$ cat config.mk
export PLATFORM = sky130hd
export DESIGN_NAME = oci_otp_crc_integrity
export DESIGN_NICKNAME = d
export VERILOG_FILES = /design/src/common/oci_pkg.sv /design/src/rtl/oci_otp_crc_integrity.sv
export SDC_FILE = /design/constraint.sdc
export NUM_CORES = 1
export LEC_CHECK = 0
export BUFFER_PORTS_ARGS = -buffer_cell sky130_fd_sc_hd__buf_2
export CAP_MARGIN = 0
export CORE_MARGIN = 8
export CORE_UTILIZATION = 60
export CTS_CLUSTER_SIZE = 28
export DETAILED_ROUTE_END_ITERATION = 8
export HOLD_SLACK_MARGIN = 0.12
export PLACE_DENSITY = 0.78
export SLEW_MARGIN = 10
export SYNTH_ARGS = -nofsm -noshare
export SYNTH_HDL_FRONTEND = slang
export SYNTH_SLANG_ARGS = --single-unit
$ cat constraint.sdc
create_clock -name clk -period 7.6 [get_ports clk]
set_input_delay 0.38 -clock clk [delete_from_list [all_inputs] [get_ports clk]]
set_output_delay 0.38 -clock clk [all_outputs]
set_load 0.1 [all_outputs]
$ cat src/common/oci_pkg.sv
// Package with register map, field layout and constants of the OTP integrity block
package oci_pkg;
	// Register addresses of lock/CRC bytes
	localparam logic [7:0] ADDR_MIRROR_LOCK_CRC = 8'h5F;
	localparam logic [7:0] ADDR_BLOCK_A_LOCK_CRC = 8'hAF;
	localparam logic [7:0] ADDR_BLOCK_B_LOCK_CRC = 8'hBF;
	localparam logic [7:0] ADDR_BLOCK_C_LOCK_CRC = 8'hCF;
	localparam logic [7:0] ADDR_BLOCK_D_LOCK_CRC = 8'hDF;
	localparam logic [7:0] ADDR_BLOCK_E_LOCK_CRC = 8'hEF;
	localparam logic [7:0] ADDR_BLOCK_F_LOCK_CRC = 8'hFF;
	// Own status register holding error flags
	localparam logic [7:0] ADDR_DEVICE_STATUS_ONE = 8'h10;
	// Mirror region, user writable array and device lock register
	localparam logic [7:0] ADDR_MIRROR_BASE = 8'h50;
	localparam logic [7:0] ADDR_RW_BASE = 8'h40;
	localparam logic [7:0] ADDR_DEVICE_LOCK_WR = 8'h4F;
	// Block geometry
	localparam int BLOCK_BYTES = 16;
	localparam int NUM_BLOCKS = 7;
	localparam logic [3:0] LAST_BYTE_IDX = 4'hF;
	// Lock/CRC byte field positions
	localparam int LOCK_BIT = 7;
	localparam int ID_HI = 6;
	localparam int ID_LO = 4;
	localparam int CRC_HI = 3;
	localparam int CRC_LO = 0;
	// CRC polynomial x^4+x^3+1 (low terms) and seed
	localparam logic [3:0] CRC_POLY = 4'h9;
	localparam logic [3:0] CRC_SEED = 4'h0;
	// Block identifiers, index 0 = mirror, 1..6 = blocks A..F
	localparam logic [2:0] BLOCK_ID [NUM_BLOCKS] = '{3'h0, 3'h1, 3'h2, 3'h3, 3'h4, 3'h5, 3'h6};
	// Upper address nibble of each block
	localparam logic [3:0] BLOCK_NIB [NUM_BLOCKS] = '{4'h5, 4'hA, 4'hB, 4'hC, 4'hD, 4'hE, 4'hF};
	// Status register bit positions
	localparam int STAT_BUF_ERR = 0;
	localparam int STAT_OTP_CRC_ERR = 1;
	localparam int STAT_RUN_CRC_ERR = 2;
	localparam int STAT_INIT_DONE = 3;
	// Reset values
	localparam logic [7:0] LOCK_CRC_RESET = 8'h00;
	localparam logic [7:0] DATA_RESET = 8'h00;
	localparam logic [7:0] READ_ZERO = 8'h00;
	localparam logic [3:0] NIB_ZERO = 4'h0;
	localparam logic [3:0] NIB_ONE = 4'h1;

	// Register command from the host side
	typedef struct packed {
		logic valid;
		logic write;
		logic [7:0] addr;
		logic [7:0] data;
	} oci_cmd_t;

	// Register answer to the host side
	typedef struct packed {
		logic valid;
		logic [7:0] data;
	} oci_rsp_t;

	// Sequencer states, one bit apart from idle to burn and from idle to check
	typedef enum logic [1:0] {
		ST_IDLE = 2'b00,
		ST_BURN = 2'b10,
		ST_CHECK = 2'b01
	} oci_state_t;
endpackage

$ cat src/rtl/oci_otp_crc_integrity.sv
// OTP block lock/CRC programming, CRC checking and register command answers
`timescale 1ns/1ps
// Overview of operation
// - Burn auto-programs lock, identifier and CRC
// - Lock bit7, identifier 6:4, CRC 3:0
// - Identifiers 000 mirror, 001..110 blocks A-F
// - Unburned lock 0, identifier and CRC zero
// - Reserved reads answer validly, any value
// - Reserved writes execute, answer validly
// - Unmapped reads answer valid zero data
// - Unmapped writes change nothing, answer zero
// - Read-only writes ignored, return contents
// - Each 16-byte OTP block has CRC check
// - Polynomial x^4+x^3+1, seed zero
// - MSB first, ascending byte addresses
// - Mirror region CRC kept in its lock byte
// - Mirror writable only before init done
// - After init, continuous CRC except lock register
// - Held in reset until supplies good
// - Buffer undervoltage sets status flag; the code sets it only while protocolSlot is high
// - Capacitor test synchronised to protocol traffic
// - User data included in OTP error detection
module oci_otp_crc_integrity (
	input wire logic clk,
	input wire logic rstn,
	input wire logic clkEn,
	input wire logic suppliesGood,
	input wire logic bufferBelowThreshold,
	input wire logic protocolSlot,
	input wire logic initDoneFlag,
	input wire logic burnStart,
	input wire logic [2:0] burnBlock,
	input wire oci_pkg::oci_cmd_t cmdIn,
	output oci_pkg::oci_rsp_t rspOut,
	output logic capTestStrobe,
	output logic busy
);
	// Internal reset combines pin and supply monitor
	logic rstActiveN;
	assign rstActiveN = rstn & suppliesGood;

	// Mirror region bytes; entry 15 stands for the lock byte and stays zero
	// Factory and user OTP blocks are loaded outside this block and read as cleared,
	// so only the mirror needs storage here
	logic [7:0] mirrorMem [oci_pkg::BLOCK_BYTES];
	// Byte under the sequencer and byte addressed by the command
	logic [7:0] seqByte;
	logic [7:0] cmdByte;
	// Writable register array covered by the running CRC
	logic [7:0] rwMem [oci_pkg::BLOCK_BYTES];
	// Lock/CRC bytes per block
	logic [7:0] lockCrc_reg [oci_pkg::NUM_BLOCKS];
	// Status flags
	logic bufErr_reg;
	logic otpCrcErr_reg;
	logic runCrcErr_reg;
	// Sequencer
	oci_pkg::oci_state_t state_reg;
	logic [2:0] blk_reg;
	logic [3:0] byteIdx_reg;
	logic [3:0] crc_reg;
	// Burn request that may start now; a burn in progress is never cut
	logic burnReq;
	// Running CRC over writable array then mirror
	logic [4:0] runIdx_reg;
	logic [3:0] runCrc_reg;
	logic [3:0] runRef_reg;
	logic runRefValid_reg;
	// Running CRC after the current byte, skip applied
	logic [3:0] runNext;

	// One byte step of the CRC, MSB first
	// Shift-register form: the bit leaving bit 3, xored with the data bit,
	// folds the low taps of x^4+x^3+1 back in
	function automatic logic [3:0] crcByte(input logic [3:0] c, input logic [7:0] d);
		logic [3:0] r;
		logic fb;
		r = c;
		for (int i = 7; i >= 0; i--) begin
			fb = r[3] ^ d[i];
			r = {r[2:0], 1'b0} ^ (fb ? oci_pkg::CRC_POLY : oci_pkg::NIB_ZERO);
		end
		return r;
	endfunction

	// Command decode
	// Lock byte is the last byte of each block; data bytes are the other 15
	logic [3:0] hiNib;
	logic [3:0] loNib;
	logic isLockAddr;
	logic isDataAddr;
	logic isRwAddr;
	logic isStatus;
	logic [2:0] blkSel;
	always_comb begin
		hiNib = cmdIn.addr[7:4];
		loNib = cmdIn.addr[3:0];
		blkSel = 3'h0;
		isLockAddr = 1'b0;
		isDataAddr = 1'b0;
		for (int b = 0; b < oci_pkg::NUM_BLOCKS; b++) begin
			if (hiNib == oci_pkg::BLOCK_NIB[b]) begin
				blkSel = 3'(b);
				isLockAddr = (loNib == oci_pkg::LAST_BYTE_IDX);
				isDataAddr = (loNib != oci_pkg::LAST_BYTE_IDX);
			end
		end
		isRwAddr = (hiNib == oci_pkg::ADDR_RW_BASE[7:4]);
		isStatus = (cmdIn.addr == oci_pkg::ADDR_DEVICE_STATUS_ONE);
	end

	// Writes: mirror only before init done, OTP blocks only through burn
	logic mirrorWr;
	logic rwWr;
	assign mirrorWr = cmdIn.valid & cmdIn.write & isDataAddr & (blkSel == 3'h0)
		& ~initDoneFlag;
	assign rwWr = cmdIn.valid & cmdIn.write & isRwAddr;

	// Mirror data storage; reset stands in for the OTP reload at power-up
	always_ff @(posedge clk) begin
		if (!rstActiveN) begin
			// Cleared like unprogrammed OTP
			for (int i = 0; i < oci_pkg::BLOCK_BYTES; i++) begin
				mirrorMem[i] <= oci_pkg::DATA_RESET;
			end
		end else if (clkEn && mirrorWr) begin
			// Lock byte address never reaches here, so entry 15 stays clear
			mirrorMem[loNib] <= cmdIn.data;
		end
	end

	// Factory blocks read as cleared; only block 0 has storage
	// A check pass over a factory block therefore sees fifteen zero bytes
	assign seqByte = (blk_reg == 3'h0) ? mirrorMem[byteIdx_reg] : oci_pkg::DATA_RESET;
	assign cmdByte = (blkSel == 3'h0) ? mirrorMem[loNib] : oci_pkg::DATA_RESET;

	// Writable register array, device lock included but not CRC'd
	always_ff @(posedge clk) begin
		if (!rstActiveN) begin
			for (int i = 0; i < oci_pkg::BLOCK_BYTES; i++) begin
				rwMem[i] <= oci_pkg::DATA_RESET;
			end
		end else if (clkEn && rwWr) begin
			rwMem[loNib] <= cmdIn.data;
		end
	end

	// Answer: always valid next cycle
	always_ff @(posedge clk) begin
		if (!rstActiveN) begin
			rspOut <= '0;
		end else if (clkEn) begin
			// Every command is answered, whatever its address
			rspOut.valid <= cmdIn.valid;
			if (isLockAddr) begin
				// Lock bytes are read-only: a write gets the contents back
				rspOut.data <= lockCrc_reg[blkSel];
			end else if (isDataAddr) begin
				// Mirror echoes an accepted write; other data reads as stored
				rspOut.data <= mirrorWr ? cmdIn.data : cmdByte;
			end else if (isRwAddr) begin
				// Writable array echoes the written byte
				rspOut.data <= cmdIn.write ? cmdIn.data : rwMem[loNib];
			end else if (isStatus) begin
				// Status is read-only; upper bits read zero
				rspOut.data <= {4'h0, initDoneFlag, runCrcErr_reg, otpCrcErr_reg, bufErr_reg};
			end else begin
				// Unmapped: nothing stored, data zero
				rspOut.data <= oci_pkg::READ_ZERO;
			end
		end
	end

	// A burn request is taken in idle or in a check pass; a check pass is
	// cheap to repeat, so it gives way rather than let a one-cycle request drop
	assign burnReq = burnStart && (burnBlock < 3'(oci_pkg::NUM_BLOCKS))
		&& (state_reg != oci_pkg::ST_BURN);

	// Burn and check sequencer
	always_ff @(posedge clk) begin
		if (!rstActiveN) begin
			state_reg <= oci_pkg::ST_IDLE;
			blk_reg <= 3'h0;
			byteIdx_reg <= oci_pkg::NIB_ZERO;
			crc_reg <= oci_pkg::CRC_SEED;
		end else if (clkEn) begin
			if (burnReq) begin
				// Fresh pass over the requested block
				blk_reg <= burnBlock;
				byteIdx_reg <= oci_pkg::NIB_ZERO;
				crc_reg <= oci_pkg::CRC_SEED;
				state_reg <= oci_pkg::ST_BURN;
			end else begin
				case (state_reg)
					oci_pkg::ST_IDLE: begin
						// Seed and rewind, then check the next block in turn
						crc_reg <= oci_pkg::CRC_SEED;
						byteIdx_reg <= oci_pkg::NIB_ZERO;
						blk_reg <= (blk_reg == 3'(oci_pkg::NUM_BLOCKS - 1)) ? 3'h0
							: blk_reg + 3'h1;
						state_reg <= oci_pkg::ST_CHECK;
					end
					oci_pkg::ST_BURN, oci_pkg::ST_CHECK: begin
						// One byte per cycle, lowest address first
						crc_reg <= crcByte(crc_reg, seqByte);
						byteIdx_reg <= byteIdx_reg + oci_pkg::NIB_ONE;
						// Byte 15 is the lock byte itself and is left out
						if (byteIdx_reg == oci_pkg::LAST_BYTE_IDX - oci_pkg::NIB_ONE) begin
							state_reg <= oci_pkg::ST_IDLE;
						end
					end
					default: state_reg <= oci_pkg::ST_IDLE;
				endcase
			end
		end
	end

	// Final CRC of current pass
	logic passEnd;
	logic [3:0] passCrc;
	assign passEnd = (state_reg != oci_pkg::ST_IDLE)
		&& (byteIdx_reg == oci_pkg::LAST_BYTE_IDX - oci_pkg::NIB_ONE);
	assign passCrc = crcByte(crc_reg, seqByte);

	// Lock/CRC bytes: written once at end of a burn
	always_ff @(posedge clk) begin
		if (!rstActiveN) begin
			for (int b = 0; b < oci_pkg::NUM_BLOCKS; b++) begin
				lockCrc_reg[b] <= oci_pkg::LOCK_CRC_RESET;
			end
		end else if (clkEn && passEnd && state_reg == oci_pkg::ST_BURN
			&& !lockCrc_reg[blk_reg][oci_pkg::LOCK_BIT]) begin
			lockCrc_reg[blk_reg][oci_pkg::LOCK_BIT] <= 1'b1;
			lockCrc_reg[blk_reg][oci_pkg::ID_HI:oci_pkg::ID_LO] <= oci_pkg::BLOCK_ID[blk_reg];
			lockCrc_reg[blk_reg][oci_pkg::CRC_HI:oci_pkg::CRC_LO] <= passCrc;
		end
	end

	// Continuous CRC over writable array then mirror after init done
	// Writable array comes first so bytes run in ascending address; the device
	// lock register and the read-only mirror lock byte are skipped
	logic [7:0] runByte;
	logic runSkip;
	assign runSkip = runIdx_reg[4] ? (runIdx_reg[3:0] == oci_pkg::LAST_BYTE_IDX)
		: (runIdx_reg[3:0] == oci_pkg::ADDR_DEVICE_LOCK_WR[3:0]);
	assign runByte = runIdx_reg[4] ? mirrorMem[runIdx_reg[3:0]] : rwMem[runIdx_reg[3:0]];
	assign runNext = runSkip ? runCrc_reg : crcByte(runCrc_reg, runByte);
	always_ff @(posedge clk) begin
		if (!rstActiveN) begin
			runIdx_reg <= 5'h00;
			runCrc_reg <= oci_pkg::CRC_SEED;
			runRef_reg <= oci_pkg::CRC_SEED;
			runRefValid_reg <= 1'b0;
		end else if (clkEn) begin
			if (!initDoneFlag) begin
				// Idle until init is done; a later start takes a fresh reference
				runIdx_reg <= 5'h00;
				runCrc_reg <= oci_pkg::CRC_SEED;
				runRef_reg <= oci_pkg::CRC_SEED;
				runRefValid_reg <= 1'b0;
			end else begin
				runIdx_reg <= runIdx_reg + 5'h01;
				if (runIdx_reg == 5'h1F) begin
					// End of array: reseed and keep this pass as reference
					runCrc_reg <= oci_pkg::CRC_SEED;
					runRef_reg <= runNext;
					runRefValid_reg <= 1'b1;
				end else begin
					runCrc_reg <= runNext;
				end
			end
		end
	end

	// Error flags: sticky, cleared only by reset
	always_ff @(posedge clk) begin
		if (!rstActiveN) begin
			bufErr_reg <= 1'b0;
			otpCrcErr_reg <= 1'b0;
			runCrcErr_reg <= 1'b0;
		end else if (clkEn) begin
			if (protocolSlot && bufferBelowThreshold) begin
				bufErr_reg <= 1'b1;
			end
			if (passEnd && state_reg == oci_pkg::ST_CHECK && lockCrc_reg[blk_reg][oci_pkg::LOCK_BIT]
				&& passCrc != lockCrc_reg[blk_reg][oci_pkg::CRC_HI:oci_pkg::CRC_LO]) begin
				otpCrcErr_reg <= 1'b1;
			end
			// Reference is the previous full pass; drift between passes is corruption
			// Compared at the last byte, so the skipped lock byte cannot hide it
			if (initDoneFlag && runRefValid_reg && runIdx_reg == 5'h1F && runNext != runRef_reg) begin
				runCrcErr_reg <= 1'b1;
			end
		end
	end

	// Capacitor test strobe and busy flag, registered
	always_ff @(posedge clk) begin
		if (!rstActiveN) begin
			capTestStrobe <= 1'b0;
			busy <= 1'b0;
		end else if (clkEn) begin
			capTestStrobe <= protocolSlot;
			busy <= (state_reg == oci_pkg::ST_BURN);
		end
	end
endmodule

# --- After elaboration in Yosys (flattened, before gate mapping) ---
# Memories as Yosys holds them, arrays and structs flattened. A register that Yosys moved wholly into a read port is not among the register bits.
# Index checks and enable logic that the tools add are counted.
op_classes:
  add_sub_neg: 3
  order_cmp: 2
  eq_ne: 22
  mux: 92
  bitwise_logic: 40
  n_reduce_logical: 33
ops:
  columns: ["operator", "n"]
  rows:
  - ["$mux W4", 32]
  - ["$mux W8", 11]
  - ["$xor A4 B4 Y4", 16]
  - ["$mux W3", 13]
  - ["$eq A4 B4 Y1 const B", 9]
  - ["$mux W1", 30]
  - ["$reduce_or A8 Y1", 3]
  - ["$pmux W4 S2", 2]
  - ["$xor A1 B1 Y1", 16]
  - ["$logic_and A1 B1 Y1", 15]
  - ["$reduce_and A2 Y1", 7]
  - ["$eq A4 B3 Y1 const B", 2]
  - ["$eq A8 B5 Y1 const B", 1]
  - ["$ne A4 B4 Y1", 2]
  - ["$and A1 B1 Y1", 6]
  - ["$logic_not A3 Y1", 2]
  - ["$add A5 B1 Y5 const B", 1]
  - ["$eq A5 B5 Y1 const B", 1]
  - ["$mux W5", 1]
  - ["$add A4 B1 Y4 const B", 1]
  - ["$ge A4 B4 Y1 const B", 1]
  - ["$mux W2", 2]
  - ["$ne A4 B4 Y1 const B", 1]
  - ["$not A3 Y4", 1]
  - ["other kinds (15)", 16]
totals:
  reg_bits: 41
  ramBits: 312
  rom_bits: 24
  input_bits: 29
  wordCells: 211
  mem_count: 4
mem_list:
  columns: ["memory", "depth", "word_bits", "rd", "rd_clocked_by_memory_dff", "write_ports", "line_no", "source"]
  rows:
  - ["mirrorMem", 16, 8, 3, 2, 16, "oci_otp_crc_integrity.sv:45", "logic [7:0] mirrorMem [oci_pkg::BLOCK_BYTES];"]
  - ["rwMem", 16, 8, 2, 1, 16, "oci_otp_crc_integrity.sv:50", "logic [7:0] rwMem [oci_pkg::BLOCK_BYTES];"]
  - ["lockCrc_reg", 7, 8, 2, 1, 7, "oci_otp_crc_integrity.sv:52", "logic [7:0] lockCrc_reg [oci_pkg::NUM_BLOCKS];"]
  - ["(no name shown)", 8, 3, 1, 0, 0, "oci_otp_crc_integrity.sv:234", "lockCrc_reg[blk_reg][oci_pkg::ID_HI:oci_pkg::ID_LO] <= oci_pkg::BLOCK_ID[blk_reg];"]

# --- Longest topological paths before layout ---
# Gate-level depths: netlist (run 1).
logic_depth:
  depth_word: 29
  mapped_depth: 16
  ltp_nobuf: 11

# --- Worst setup path after synthesis (run 1) ---
# No wires, ideal clock.
synth_timing:
  path_kind: "register -> register"
  from: "register (tool-made name)"
  to: "register crc_reg[3]"
  setup_time_ns: 0.141
  arrival_ns: 3.430
  required_ns: 7.459
  path_slack_ns: 4.029
  stages_incl_launch_ff: 15
  period_less_slack_ns: 3.571
  cell_sequence: "dfxtp_1 buf_2 buf_2 buf_2 mux4_2 mux4_2 xnor2_1 nor2_1 xnor2_1 xnor2_1 buf_2 xor2_1 nor2_1 a21oi_1 nor2_1"
synth_lines:
  columns: ["element", "line_no", "source"]
  rows:
  - ["to (signal assigned)", "oci_otp_crc_integrity.sv:185", "crc_reg <= oci_pkg::CRC_SEED;"]
  - ["to (signal assigned)", "oci_otp_crc_integrity.sv:191", "crc_reg <= oci_pkg::CRC_SEED;"]
  - ["to (signal assigned)", "oci_otp_crc_integrity.sv:197", "crc_reg <= oci_pkg::CRC_SEED;"]
  - ["to (decl)", "oci_otp_crc_integrity.sv:61", "logic [3:0] crc_reg;"]

==> results of run 1 <==
## routing by layer
layer  up-vias  part of all wire, %  routed length, µm  track usage, %
met5         -                 0.14                 80               0
met4        12                  4.8               2774           12.90
met3       203                   13               7538           8.843
met2      1051                   46              26800           43.83
met1      7028                   36              20740           36.13
li1       5938                    -                  -               -
## area by class of cell
| cell class | count | area, µm² |
|---|---|---|
| fill | 2316 | 11230 |
| clock inverter | 21 | 216.5 |
| multi-input combinational | 1025 | 9385 |
| timing repair buffer | 80 | 513.0 |
| inverter | 26 | 97.59 |
| clock buffer | 51 | 1064 |
| sequential | 371 | 10550 |
| antenna | 1 | 2.502 |
| tap | 448 | 560.5 |
## cell usage after synthesis (all sizes together), types with 6 or more instances
master  count  area (µm²)
a211oi      8       60.06
a21oi      43       215.2
a22o        6       52.55
a22oi      34       255.2
a31oi       7       43.79
and2      161        1007
buf        35       187.7
clkbuf    104       390.4
dfxtp      60        1201
edfxtp    311        9339
ha          7       87.58
inv        25       93.84
mux2       11       127.6
mux2i      78       780.8
mux4      181        4114
nand2      60       225.2
nand2b     13       81.33
nand3      25       125.1
nor2      111       424.2
nor3       95       475.5
nor4       11       75.07
o21ai      60       300.3
or3         7       43.79
xnor2      19       181.4
xor2       15       146.4
## worst min-delay path: cells and delay by family
kind | cells | cell delay [ns]
buf+inv | 1 | 0.18
compound gates | 1 | 0.06
simple gates | 1 | 0.10
## worst paths after layout
| path | from | end | slack [ns] | cells after the start |
|---|---|---|---|---|
| worst min register to register | lockCrc_reg[6][5]$_SDFFE_PN0P_ | lockCrc_reg[6][5]$_SDFFE_PN0P_ | 0.46 | 2 |
| worst max register to register | register | runCrcErr_reg$_SDFFE_PN0P_ | 2.90 | 10 |
| worst min-delay path | initDoneFlag | runIdx_reg[4]$_SDFFE_PN0P_ | 0.22 | 3 |
| worst max-delay path | register | runCrcErr_reg$_SDFFE_PN0P_ | 2.90 | 10 |
## where the power goes
group | switching [µW] | total [µW] | internal [µW]
Sequential | 80.0 | 2380 | 2300
Combinational | 351 | 599 | 248
Clock | 817 | 1950 | 1130
Total | 1250 | 4920 | 3670
## cell families after synthesis
kind of cell             count (synthesis)  share of synthesized area (%)
adder cells (fa/ha/maj)                  7                         0.4265
buffers and inverters                  165                          3.290
flip-flops                             371                          51.33
AND/OR/NAND/NOR                        509                          12.87
multiplexers                           270                          24.46
AO/OA/AOI/OAI                          182                          5.465
other                                    1                        0.01826
XOR/XNOR                                39                          2.151
## through the flow
step / worst slack, ns / power, µW / cell area [µm²] / util [%] / std cells
final: 2.901 / 4922 / 22390 / 66.59 / 2023
after global routing: 2.681 / 5038 / 22380 / 66.58 / 2022
after CTS: 2.948 / 4917 / 22380 / 66.58 / 2022
after detailed placement: 2.954 / 2994 / 21070 / 62.69 / 1947
after global placement: 2.994 / 2977 / 21070 / 62.69 / 1947
after floorplan: 4.029 / 2797 / 20600 / - / 1561
==> results.json, run 1 <==
{
  "syn_inst": 1544,
  "cts_root_buf": "clkbuf_16",
  "layout-drive-gt1-share_pct": 21.35,
  "worstMarginPinSlew_ns": 1.236,
  "startpoint_type": "register",
  "endpoint_kind": "register",
  "skew_ns": 0.02232,
  "wl_per_cell_um": 28.63,
  "yosys_warnings": 0,
  "worstSetupPathType": "register to register",
  "peakVddDrop_v": 0.0001518,
  "timing.critical_path.buf_inv": 1,
  "cts_setup_buffers": 0,
  "clk_pin_slew_ns": 0.06,
  "ys_dominant_reg_cell": "edfxtp_1",
  "nNetsFinal": 1580,
  "fmax_mhz": 212.8,
  "yosys.cell_types.count": 61,
  "first_pass_iters": 7,
  "drt_wl_total_mm": 57.93,
  "mostFrequentLayoutCell": "edfxtp_1",
  "rsz0062_at_grt": "no",
  "power_density_nw_per_um2": 219.9,
  "chipHeight_um": 201.0,
  "cts_hold_buf": 3,
  "cp_cell_sequence": "buf_4, mux4_1, mux4_2, mux2_2, xnor3_1, xnor3_2, mux2_4, xor2_1, nor4_2, a311oi_1",
  "min_path_type": "primary input to register",
  "numClockSinks": 371,
  "tritoncts": "built",
  "area_growth_pct": 9.005,
  "grt_pass1_wl_mm": 87.12,
  "dieArea_um2": 40400,
  "worstPathMaxFanout": 63,
  "vias": 14230,
  "p_leak_uw": 0.007882,
  "slowest_delay_ns": 1.10,
  "dp_hpwl_mm": 39.44,
  "final_cell_mix": "edfxtp_1 (311), mux4_2 (171), and2_1 (160)",
  "gp_congestion": 0.9532,
  "start_util_pct": 61.09,
  "antenna_found_initial": 8,
  "io_pins": 40,
  "min_period_over_period_pct": 61.83,
  "insertion_delay_ns": 0.56,
  "cp_slowest_cell": "dfxtp_4",
  "cts_buffers": 40,
  "yosys_register_bits": 371,
  "syn_area_um2": 20540,
  "crit_arrival_ns": 5.12,
  "htreeDepth": 2,
  "drv_slew": 0,
  "clock_path_buffers": 3,
  "hold_viol_final": 0,
  "final_antenna_net_count": 0,
  "drc": 0,
  "grt_pass1_vias": 14170,
  "synth_edf_count": 311,
  "period_minus_slack_ns": 4.699,
  "drtIter0Drc": 1678,
  "avgViaCountPerCell": 7.035,
  "status": "complete, no violations",
  "grt_max_degree": 64,
  "syn_avg_cell_area_um2": 13.30,
  "grt_overflow": 0,
  "max_slew_margin_pct": 16.71,
  "track_usage_pct": 28.24,
  "crit_required_ns": 8.02,
  "synthArstFlopShare_pct": 0,
  "tns_ns": 0,
  "setup_viol": 0,
  "fin_hold_ws_ns": 0.2217,
  "crit_family": "multiplexers",
  "maxCapViolCount": 0,
  "cts.repair.resized": 0,
  "core-area_um2": 33620,
  "die_w_um": 201.0,
  "ys_seq_area_share_pct": 51.33,
  "rows": 67,
  "io_buffers": 39
}
Power figures use the tool's default switching activity.
==> run 2: changes to the inputs <==
Clock period 7.6 ns to 4.4 ns, I/O delays scaled along.
==> run 2 against run 1 <==
  * Via count up 2.2%
  * Cell count up 2.4%
  * Sequential cell count unchanged
  * Global-route usage up 0.42 points
  * Critical path depth up 2
  * Critical endpoint unchanged
  * Highest routed layer unchanged
==> results.json, run 2 (synthesis gave the netlist of run 1 again) <==
{
  "wl_per_cell_um": 28.41,
  "avgViaCountPerCell": 7.021,
  "antenna_cells": 0,
  "startpoint_type": "register",
  "status": "complete, no violations",
  "post-route-util_pct": 67.76,
  "crit_arrival_ns": 4.42,
  "drc": 0,
  "start_util_pct": 61.09,
  "worstMarginPinSlew_ns": 1.240,
  "nNetsFinal": 1631,
  "io_buffers": 39,
  "max_slew_margin_pct": 17.21,
  "drv_slew": 0,
  "fin_hold_ws_ns": 0.1288,
  "hold_viol_final": 0,
  "grt_overflow": 0,
  "track_usage_pct": 28.66,
  "dieArea_um2": 40400,
  "slowest_delay_ns": 0.73,
  "insertion_delay_ns": 0.53,
  "antenna_found_initial": 3,
  "tns_ns": 0,
  "cp_slowest_cell": "dfxtp_2",
  "clock_path_buffers": 3,
  "fill_cells": 2339,
  "drtIter0Drc": 1848,
  "area_growth_pct": 10.92,
  "final_cell_mix": "edfxtp_1 (311), mux4_2 (171), and2_1 (160)",
  "grt_max_degree": 56,
  "peakVddDrop_v": 0.0003274,
  "cpMostUsedCell": "xor2_1",
  "grt_pass1_vias": 14220,
  "period_minus_slack_ns": 4.045,
  "power_density_nw_per_um2": 368.5,
  "first_pass_iters": 6,
  "gp_congestion": 0.9826,
  "clk_pin_slew_ns": 0.06,
  "core-area_um2": 33620,
  "maxCapViolCount": 0,
  "min_path_type": "primary input to register",
  "grt_pass1_wl_mm": 88.67,
  "cts.repair.resized": 0,
  "final_antenna_net_count": 0,
  "chipHeight_um": 201.0,
  "htreeDepth": 2,
  "io_pins": 40,
  "fmax_mhz": 247.2,
  "r2r_cells": 12,
  "die_w_um": 201.0,
  "cts_setup_buffers": 0,
  "rows": 67,
  "endpoint_kind": "register",
  "vias": 14550,
  "cp_cell_sequence": "buf_4, mux4_2, mux2i_1, o22a_1, nand3_1, xor2_1, xnor3_1, xnor3_2, mux2_4, xor2_1, nor4_2, a311oi_1",
  "rsz0062_at_grt": "no",
  "crit_required_ns": 4.77,
  "layout-drive-gt1-share_pct": 23.58,
  "skew_ns": 0.01821,
  "worstSetupPathType": "register to register",
  "min_period_over_period_pct": 91.92,
  "dp_hpwl_mm": 41.40,
  "worstPathMaxFanout": 22,
  "cts_buffers": 39,
  "numClockSinks": 371,
  "setup_viol": 0,
  "p_leak_uw": 0.008124,
  "mostFrequentLayoutCell": "edfxtp_1",
  "cts_root_buf": "clkbuf_16",
  "whs_path_depth": 5,
  "drt_wl_total_mm": 58.88,
  "tritoncts": "built"
}
[run 2: cell count changes in the layout (fill, tap and decap cells not counted), sizes merged]
cell and delta:
buf +50, inv -3, clkinv +2, dlygate4sd3 +2
bufinv -1, clkbuf +1, clkinvlp -1, diode -1
[run 2: worst paths after layout]
kind | startpoint | end | slack, ns
max | register | runCrcErr_reg$_SDFFE_PN0P_ | 0.36
min | burnBlock[0] | register | 0.13
max reg2reg | register | runCrcErr_reg$_SDFFE_PN0P_ | 0.36
min reg2reg | lockCrc_reg[6][5]$_SDFFE_PN0P_ | lockCrc_reg[6][5]$_SDFFE_PN0P_ | 0.45
[run 2: metal layers]
metal	GRT usage [%]	routed length, µm
met3	7.375	7448
met5	0	45
met1	38.08	21560
met4	11.14	2416
met2	45.00	27410
[run 2: repair_timing]
| item | 4_1_cts | 5_1_grt |
|---|---|---|
| hold endpoints to repair | 6 | 0 |
| hold buffers | 5 | 0 |
| endpoints found under the setup margin | 0 | 0 |
[run 2: critical path: cells and delay by family (launching register included)]
family / cells / cell delay [ns]
multiplexers: 3 / 1.09
XOR/XNOR: 4 / 1.09
flip-flops: 1 / 0.73
AND/OR/NAND/NOR: 2 / 0.37
AO/OA/AOI/OAI: 2 / 0.34
buffers and inverters: 1 / 0.27
[run 2: cell type report]
class	count	area, µm²	area share, %
repair buffers	132	945.9	4.152
clock inverters	18	156.4	0.6866
flip-flops and latches	371	10550	46.30
multi-input cells	1025	9385	41.20
clock buffers	52	1087	4.773
inverters	26	97.59	0.4284
well taps	448	560.5	2.461
[run 2: through the flow]
step	total power [µW]	instance area, µm²	std cells	setup slack [ns]
floorplan	4832	20600	1561	0.8291
global placement	5158	21490	1997	0.4758
detailed placement	5181	21490	1997	0.4090
CTS	8379	22780	2072	0.4099
global route	8592	22780	2072	0.2043
finish	8394	22780	2072	0.3555
[run 2: power breakdown]
| part | total [µW] | internal (µW) | switching, µW |
|---|---|---|---|
| clock network | 3240 | 1910 | 1340 |
| registers | 4090 | 3960 | 126 |
| logic | 1060 | 448 | 611 |
| total | 8390 | 6320 | 2070 |
